File: src/pts_pkg.sv
// constants, field layouts and helpers shared by the timestamp port
// assumes one core clock for the transmit and receive sides
package pts_pkg;
    localparam int STAMP_W = 80;
    localparam int STAMP_BYTES = 10;
    localparam int TAG_W = 16;
    localparam int OFS_W = 16;
    localparam int LANE_W = 2;
    localparam int LANES = 4;
    localparam int FILL_W = 7;
    localparam int DATA_W = 64;
    localparam int DATA_BYTES = 8;
    localparam int CK_BYTES = 2;
    localparam int WORD_W = 13;
    localparam int BYTE_IDX_W = 3;

    // per-frame operation codes
    localparam logic [1:0] OP_NONE = 2'h0;
    localparam logic [1:0] OP_ONE_STEP = 2'h1;
    localparam logic [1:0] OP_TWO_STEP = 2'h2;
    localparam logic [1:0] OP_RSVD = 2'h3;

    // normal clock mode layout
    localparam int SEC_LSB = 32;
    localparam int NS_MSB = 31;
    // transparent clock mode layout
    localparam int TC_ZERO_BIT = 63;
    localparam int TC_NS_LSB = 16;
    localparam int TC_FRAC_MSB = 15;

    localparam logic [STAMP_W-1:0] STAMP_RST = 80'h0;
    localparam logic [TAG_W-1:0] TAG_RST = 16'h0;
    localparam logic [OFS_W-1:0] OFS_RST = 16'h0;
    localparam logic [LANE_W-1:0] LANE_RST = 2'h0;
    localparam logic [WORD_W-1:0] WORD_RST = 13'h0;
    localparam logic [7:0] CK_FILL = 8'h00;

    typedef enum logic {PTS_IDLE, PTS_IN_FRAME} pts_frame_state_t;

    // one-step and two-step frames take a stamp; reserved acts as none
    function automatic logic pts_takes_stamp(input logic [1:0] op);
        return (op == OP_ONE_STEP) || (op == OP_TWO_STEP);
    endfunction

    // byte k of a stamp, most significant byte first on the wire
    function automatic logic [7:0] pts_stamp_byte(input logic [STAMP_W-1:0] s,
                                                  input logic [3:0] k);
        logic [STAMP_W-1:0] t;
        t = s >> (8 * (STAMP_BYTES - 1 - int'(k)));
        return t[7:0];
    endfunction

    // byte position inside a window of len bytes starting at base
    function automatic logic pts_in_window(input logic [OFS_W-1:0] pos,
                                           input logic [OFS_W-1:0] base,
                                           input logic [OFS_W-1:0] len);
        logic [OFS_W-1:0] d;
        d = pos - base;
        return (pos >= base) && (d < len);
    endfunction
endpackage

File: src/pts_frame_if.sv
// per-frame one-step insertion controls between the port and its inserter
// driven on the core clock by the port top
`timescale 1ns/1ps
interface pts_frame_if;
    logic insert_en;
    logic upd_chksum;
    logic [pts_pkg::OFS_W-1:0] ts_offset;
    logic [pts_pkg::OFS_W-1:0] ck_offset;
    logic [pts_pkg::STAMP_W-1:0] stamp;
    modport src (output insert_en, output upd_chksum, output ts_offset, output ck_offset,
                 output stamp);
    modport sink (input insert_en, input upd_chksum, input ts_offset, input ck_offset,
                  input stamp);
endinterface

File: src/pts_one_step.sv
// one-step inserter: writes the stamp into the frame and clears the checksum
// assumes frame controls are valid from the start-of-packet word onward
`timescale 1ns/1ps
module pts_one_step #(
    parameter bit ONE_STEP_EN = 1'b1
) (
    input wire logic core_clk,
    input wire logic rst_n,
    pts_frame_if.sink ctl,
    input wire logic in_valid,
    input wire logic in_sop,
    input wire logic in_eop,
    input wire logic [pts_pkg::DATA_W-1:0] in_data,
    output logic out_valid,
    output logic out_sop,
    output logic out_eop,
    output logic [pts_pkg::DATA_W-1:0] out_data
);
    pts_pkg::pts_frame_state_t state_q;
    logic [pts_pkg::WORD_W-1:0] word_q;
    logic [pts_pkg::WORD_W-1:0] word_cur;
    logic [pts_pkg::DATA_W-1:0] data_d;
    logic [pts_pkg::OFS_W-1:0] pos;
    logic [pts_pkg::OFS_W-1:0] rel;
    logic in_frame;

    // word index within the frame
    always_ff @(posedge core_clk or negedge rst_n) begin
        if (!rst_n) begin
            state_q <= pts_pkg::PTS_IDLE;
            word_q <= pts_pkg::WORD_RST;
        end else if (in_valid) begin
            case (state_q)
                pts_pkg::PTS_IDLE: begin
                    if (in_sop && !in_eop) begin
                        state_q <= pts_pkg::PTS_IN_FRAME;
                    end
                end
                pts_pkg::PTS_IN_FRAME: begin
                    if (in_eop) begin
                        state_q <= pts_pkg::PTS_IDLE;
                    end
                end
                default: state_q <= pts_pkg::PTS_IDLE;
            endcase
            word_q <= word_cur + 13'h1;
        end
    end

    assign word_cur = in_sop ? pts_pkg::WORD_RST : word_q;
    // only bytes of a frame are replaced; idle words between frames pass untouched unless in_sop is high, as in_valid is not checked
    assign in_frame = in_sop || (state_q == pts_pkg::PTS_IN_FRAME);

    // byte replacement
    always_comb begin
        data_d = in_data;
        pos = 16'h0;
        rel = 16'h0;
        for (int i = 0; i < pts_pkg::DATA_BYTES; i++) begin
            pos = {word_cur, 3'(i)};
            rel = pos - ctl.ts_offset;
            if (ONE_STEP_EN && ctl.insert_en && in_frame) begin
                if (pts_pkg::pts_in_window(pos, ctl.ts_offset, 16'(pts_pkg::STAMP_BYTES))) begin
                    data_d[8*i +: 8] = pts_pkg::pts_stamp_byte(ctl.stamp, rel[3:0]);
                end
                if (ctl.upd_chksum &&
                    pts_pkg::pts_in_window(pos, ctl.ck_offset, 16'(pts_pkg::CK_BYTES))) begin
                    data_d[8*i +: 8] = pts_pkg::CK_FILL;
                end
            end
        end
    end

    always_ff @(posedge core_clk or negedge rst_n) begin
        if (!rst_n) begin
            out_valid <= 1'b0;
            out_sop <= 1'b0;
            out_eop <= 1'b0;
            out_data <= '0;
        end else begin
            out_valid <= in_valid;
            out_sop <= in_valid && in_sop;
            out_eop <= in_valid && in_eop;
            out_data <= data_d;
        end
    end
endmodule

File: src/pts_port.sv
// timestamping port of a 40/50G MAC: transmit tag and stamp return,
// one-step insertion, receive stamp with lane index and aligner fill levels
// assumes the timers, streams and lane strobes are all on core_clk
`timescale 1ns/1ps

module pts_port #(
    parameter bit ONE_STEP_EN = 1'b1,
    parameter int LANES = pts_pkg::LANES,
    parameter int FILL_W = pts_pkg::FILL_W
) (
    input wire logic core_clk,
    input wire logic rst_n,
    input wire logic tx_in_valid,
    input wire logic tx_in_sop,
    input wire logic tx_in_eop,
    input wire logic [pts_pkg::DATA_W-1:0] tx_in_data,
    input wire logic [1:0] tx_stamp_operation,
    input wire logic [pts_pkg::TAG_W-1:0] tx_tag_in,
    input wire logic tx_upd_chksum_in,
    input wire logic [pts_pkg::OFS_W-1:0] tx_ts_offset_in,
    input wire logic [pts_pkg::OFS_W-1:0] tx_ck_offset_in,
    input wire logic [pts_pkg::LANE_W-1:0] tx_sop_lane_in,
    input wire logic [pts_pkg::STAMP_W-1:0] tx_system_timer,
    output logic tx_out_valid,
    output logic tx_out_sop,
    output logic tx_out_eop,
    output logic [pts_pkg::DATA_W-1:0] tx_out_data,
    output logic tx_stamp_valid,
    output logic [pts_pkg::TAG_W-1:0] tx_stamp_tag,
    output logic [pts_pkg::STAMP_W-1:0] tx_stamp,
    output logic [pts_pkg::LANE_W-1:0] tx_pcslane,
    input wire logic rx_in_valid,
    input wire logic rx_in_sop,
    input wire logic [pts_pkg::LANE_W-1:0] rx_sop_lane_in,
    input wire logic [pts_pkg::STAMP_W-1:0] rx_system_timer,
    output logic rx_out_valid,
    output logic rx_out_sop,
    output logic [pts_pkg::STAMP_W-1:0] rx_stamp,
    output logic [pts_pkg::LANE_W-1:0] rx_pcslane,
    input wire logic [LANES-1:0] lane_fill_push,
    input wire logic [LANES-1:0] lane_fill_pop,
    output logic [LANES-1:0][FILL_W-1:0] rx_lane_fill
);
    if (LANES < 1 || LANES > (1 << pts_pkg::LANE_W)) begin : g_chk_lanes
        $error("lane count not served by the lane index");
    end
    if (FILL_W < 1) begin : g_chk_fill
        $error("fill width must be positive");
    end

    logic tx_sop_now;
    logic stamp_req;
    logic ins_q;
    logic upd_q;
    logic [pts_pkg::OFS_W-1:0] ts_off_q;
    logic [pts_pkg::OFS_W-1:0] ck_off_q;
    logic [pts_pkg::STAMP_W-1:0] frame_stamp_q;
    logic ins_now;

    pts_frame_if frame_ctl ();

    assign tx_sop_now = tx_in_valid && tx_in_sop;
    // reserved code falls through to no stamp
    assign stamp_req = tx_sop_now && pts_pkg::pts_takes_stamp(tx_stamp_operation);
    assign ins_now = ONE_STEP_EN && (tx_stamp_operation == pts_pkg::OP_ONE_STEP);

    // frame controls held from the start-of-packet word to the frame end
    always_ff @(posedge core_clk or negedge rst_n) begin
        if (!rst_n) begin
            ins_q <= 1'b0;
            upd_q <= 1'b0;
            ts_off_q <= pts_pkg::OFS_RST;
            ck_off_q <= pts_pkg::OFS_RST;
            frame_stamp_q <= pts_pkg::STAMP_RST;
        end else if (tx_sop_now) begin
            ins_q <= ins_now;
            upd_q <= tx_upd_chksum_in;
            ts_off_q <= tx_ts_offset_in;
            ck_off_q <= tx_ck_offset_in;
            frame_stamp_q <= tx_system_timer;
        end
    end

    assign frame_ctl.insert_en = tx_sop_now ? ins_now : ins_q;
    assign frame_ctl.upd_chksum = tx_sop_now ? tx_upd_chksum_in : upd_q;
    assign frame_ctl.ts_offset = tx_sop_now ? tx_ts_offset_in : ts_off_q;
    assign frame_ctl.ck_offset = tx_sop_now ? tx_ck_offset_in : ck_off_q;
    assign frame_ctl.stamp = tx_sop_now ? tx_system_timer : frame_stamp_q;

    pts_one_step #(
        .ONE_STEP_EN(ONE_STEP_EN)
    ) u_one_step (
        .core_clk(core_clk),
        .rst_n(rst_n),
        .ctl(frame_ctl),
        .in_valid(tx_in_valid),
        .in_sop(tx_in_sop),
        .in_eop(tx_in_eop),
        .in_data(tx_in_data),
        .out_valid(tx_out_valid),
        .out_sop(tx_out_sop),
        .out_eop(tx_out_eop),
        .out_data(tx_out_data)
    );

    // transmit stamp return, aligned with the outgoing start_of_packet
    always_ff @(posedge core_clk or negedge rst_n) begin
        if (!rst_n) begin
            tx_stamp_valid <= 1'b0;
        end else begin
            tx_stamp_valid <= stamp_req;
        end
    end

    always_ff @(posedge core_clk or negedge rst_n) begin
        if (!rst_n) begin
            tx_stamp_tag <= pts_pkg::TAG_RST;
            tx_stamp <= pts_pkg::STAMP_RST;
        end else if (stamp_req) begin
            // no-operation frames never load the tag
            tx_stamp_tag <= tx_tag_in;
            // timer bits copied as given, in either clock mode
            tx_stamp <= tx_system_timer;
        end
    end

    always_ff @(posedge core_clk or negedge rst_n) begin
        if (!rst_n) begin
            tx_pcslane <= pts_pkg::LANE_RST;
        end else if (tx_sop_now) begin
            tx_pcslane <= tx_sop_lane_in;
        end
    end

    // receive side
    always_ff @(posedge core_clk or negedge rst_n) begin
        if (!rst_n) begin
            rx_out_valid <= 1'b0;
            rx_out_sop <= 1'b0;
        end else begin
            rx_out_valid <= rx_in_valid;
            rx_out_sop <= rx_in_valid && rx_in_sop;
        end
    end

    always_ff @(posedge core_clk or negedge rst_n) begin
        if (!rst_n) begin
            rx_stamp <= pts_pkg::STAMP_RST;
            rx_pcslane <= pts_pkg::LANE_RST;
        end else if (rx_in_valid && rx_in_sop) begin
            rx_stamp <= rx_system_timer;
            rx_pcslane <= rx_sop_lane_in;
        end
    end

    // alignment buffer fill, one count per serdes cycle of skew
    function automatic logic [FILL_W-1:0] fill_next(input logic [FILL_W-1:0] f,
                                                    input logic push,
                                                    input logic pop);
        logic [FILL_W-1:0] r;
        r = f;
        if (push && !pop && f != {FILL_W{1'b1}}) begin
            r = f + 1'b1;
        end else if (pop && !push && f != '0) begin
            r = f - 1'b1;
        end
        return r;
    endfunction

    always_ff @(posedge core_clk or negedge rst_n) begin
        if (!rst_n) begin
            rx_lane_fill <= '0;
        end else begin
            for (int l = 0; l < LANES; l++) begin
                rx_lane_fill[l] <= fill_next(rx_lane_fill[l], lane_fill_push[l],
                                             lane_fill_pop[l]);
            end
        end
    end
endmodule

File: config.mk
export PLATFORM = sky130hd
export DESIGN_NAME = pts_port
export DESIGN_NICKNAME = d
export VERILOG_FILES = /design/src/pts_pkg.sv /design/src/pts_frame_if.sv /design/src/pts_one_step.sv /design/src/pts_port.sv
export SDC_FILE = /design/constraint.sdc
export NUM_CORES = 1
export LEC_CHECK = 0
export BUFFER_PORTS_ARGS = -buffer_cell sky130_fd_sc_hd__buf_2
export CORE_AREA = 2 2 221 223
export CTS_BUF_LIST = sky130_fd_sc_hd__clkbuf_4 sky130_fd_sc_hd__clkbuf_8
export DETAILED_ROUTE_END_ITERATION = 6
export DIE_AREA = 0 0 223 225
export PLACE_DENSITY = 0.83
export SYNTH_ARGS = -nofsm -noshare
export SYNTH_HDL_FRONTEND = slang
export SYNTH_SLANG_ARGS = --single-unit
File: constraint.sdc
create_clock -name core_clk -period 5.33 [get_ports core_clk]
set_input_delay 0.7995 -clock core_clk [delete_from_list [all_inputs] [get_ports core_clk]]
set_output_delay 0.7995 -clock core_clk [all_outputs]
set_load 0.01 [all_outputs]
==> key figures <==
Outcome
  – Outcome: complete, no violations

Pwr
  – Tot Pwr: 12.7 mW
  – Leakage Power: 16.0 nW
  – Worst vdd ir: 0.000276 V
  – Pwr/cell area: 387 nW/um2

Synth
  – Cell Area, Synth: 27400 um2
  – Syn avg cell area: 8.96 um2
  – Asr flop ratio synth: 100%
  – Most used DFF post-synth: dfrtp_1
  – Netlist cell types: 116
  – Synth area leader: dfrtp_1
  – Syn nets: 3425
  – #FFs+latches synth: 406
  – Post-synth EDFFs: 0
  – Register area share after synthesis: 37.1%
  – YS warnings: 0
  – Ranking of synthesized cells by area: dfrtp_1, mux2i_1, nand2_1, mux2_2, xnor2_1
  – Cells after Synth: 3059
  – Area share of the largest cell type after synthesis: 37.1%

Min path
  – Hold Path Class: in -> async

GRT
  – All-layer global routing usage: 42.7%
  – First-pass GRT wire length: 163 mm
  – Largest net degree at the start of global routing: 113
  – Initial antenna violation count: 7
  – Overflow after GRT: 0
  – Vias in the first global route: 26686

Setup path
  – Cell mode on critical path: buf_4
  – Critical path's slowest cell: nor4b_1
  – Crit start category: input pin
  – CP peak stage delay: 0.57 ns
  – R2R setup slack: 0.84 ns
  – Worst Setup End Kind: flop
  – Arr. time, crit path: 5.20 ns
  – Critical-path maximum fanout: 25
  – Worst path cell trace: buf_4 -> nand2_4 -> inv_2 -> buf_4 -> nand2_1 -> nand2_1 -> inv_1 -> ha_1 -> a31oi_1 -> o221ai_1 -> nor4b_1 -> o32a_1 -> nor4b_1 -> buf_4 -> nand4_1 -> o21ai_2 -> o22ai_1
  – CP Data Required Time: 5.86 ns
  – Critical path class: in -> reg

STA
  – Skew final: 0.0254 ns
  – Total negative slack: 0 ns
  – Final count of hold timing violations: 0
  – Slew Limit Fails: 0
  – Final Critical Period: 4.67 ns
  – Period utilization: 87.6%
  – Fmax: 214 MHz
  – Slew headroom: 22.0%
  – Setup violators final: 0
  – Worst Tran Pin Value: 1.16 ns
  – RSZ-0062 raised after global routing: false

Clock network
  – TritonCTS clock tree: done
  – Cts bufs inserted: 66
  – Number of cells upsized or downsized after cts: 0
  – Maximum level of the CTS H-tree: 3
  – Worst skew pair latency: 0.68 ns
  – Worst-path clk slew: 0.06 ns
  – Hold buffers post-CTS: 0
  – Clock Tree Buf Depth: 3
  – Setup bufs post-CTS: 0
  – Clk sinks: 406
  – Root Driver: clkbuf_8

Layout
  – Nets: 4031
  – Area added between synthesis and finish: 19.9%
  – Post-layout instance area: 32900 um2
  – Most frequent cells in the layout: buf_2, nand2_1, dfrtp_1
  – Fill count: 3656
  – Commonest non-fill, non-tap cell in the layout: buf_2
  – Layout cell share with drive strength beyond 1: 28.6%

Routing
  – ANT nets after route: 0
  – Routed WL: 110 mm
  – Drt pass-1 iters: 6
  – Drt drc: 0
  – Via count: 27620
  – Iteration-0 DRC Markers: 3464
  – Avg WL per Cell: 25.3 um
  – Via density: 6.37

Place
  – Hpwl dp: 85.5 mm
  – Placed Area: 31400 um2
  – Port Buffers: 571
  – GP Congestion: 1.10

Run
  – MaxCap Viol Count: 0

Floorplanning
  – Chip Height: 225 um
  – Num rows: 80
  – I/O pins: 572
  – Die width: 223 um
  – Total core area: 47500 um2
  – Die Footprint: 50200 um2
  – Initial Utilization: 57.6%
-- worst max-delay path, delay by kind of cell --
kind	cells	cell delay (ns)
compound gates	5	1.58
fa+ha+maj	1	0.24
buf+inv	5	1.13
simple gates	6	1.43
-- logic make-up after synthesis --
family | share of synthesized area, %
adders and majority gates | 3.65
muxes | 12.4
xor gates and xnor gates | 4.73
buffers and inverters | 5.41
DFF | 37.1
and+or+nand+nor | 17.7
AOI/OAI and AO/OA | 19.1
-- metrics by stage --
step	worst slack, ns	cells	util [%]	hold slack, ns
2_1_floorplan	0.0351	3059	-	0.441
3_3_place_gp	0.245	4212	66.1	0.453
3_5_place_dp	0.105	4212	66.1	0.458
4_1_cts	0.770	4330	69.1	0.212
5_1_grt	0.435	4336	69.1	0.261
6_report	0.660	4336	69.1	0.201
-- synth_stat cells (all sizes together) (15+ instances only) --
master and count:
nand2 495, dfrtp 406, mux2i 191, nor2 175, a21oi 163, inv 157
o21ai 130, xnor2 120, clkbuf 116, mux2 102, nand3 81, buf 78
ha 68, o211ai 48, a211oi 46, a31oi 46, nand4 38, nor3 38
a21o 28, o22ai 28, xor2 28, o21a 27, and2 26, nor4 26
and3 21, nor3b 20, o31ai 19, or3 17, a221oi 16, o2bb2ai 16
a2111oi 15, nor2b 15
-- where the power goes --
group	switching, mW	internal, mW	total [mW]	leakage (nW)
sequential	0.397	3.60	3.99	4.86
clock	1.35	1.57	2.91	0.743
combinational	3.66	2.15	5.81	10.4
total	5.40	7.32	12.7	16.0
-- worst paths after layout --
kind	start	end	cells after the start
setup / recovery	tx_in_sop	u_one_step.out_data[17]	17
hold reg to reg	tx_stamp[75]	tx_stamp[75]	2
hold / removal	rst_n	rx_pcslane[1]	1
setup reg to reg	u_one_step.word_q[4]	u_one_step.out_data[36]	14
min in group core_clk	rx_in_valid	rx_out_valid	1
max in group asynchronous	rst_n	frame_stamp_q[55]	2
-- flip-flops by register name, indices dropped and copies added (netlist names), 2 cells and up --
register,count
frame_stamp_q,80
rx_stamp,80
u_one_step.out_data,64
tx_stamp,80
u_one_step.word_q,13
tx_stamp_tag,16
tx_pcslane,2
rx_lane_fill,28
ck_off_q,16
ts_off_q,16
rx_pcslane,2
-- final cells by class --
| cell class | count | area [um2] | area share (%) |
|---|---|---|---|
| repair buffers | 732 | 4100 | 12.5 |
| clock buffers | 94 | 1190 | 3.63 |
| multi-input cells | 2297 | 15800 | 48.1 |
| clock inverters | 24 | 211 | 0.644 |
| flip-flops and latches | 406 | 10200 | 30.9 |
| well taps | 615 | 769 | 2.34 |
| diodes | 6 | 15.0 | 0.0457 |
| inverters | 162 | 608 | 1.85 |
-- layer usage --
metal	share of wire (%)	global-route usage (%)
met1	38	53.7
met2	45	66.2
met3	10	10.5
met4	6.9	27.6
met5	0	0
(Power assumes the default switching activity.)
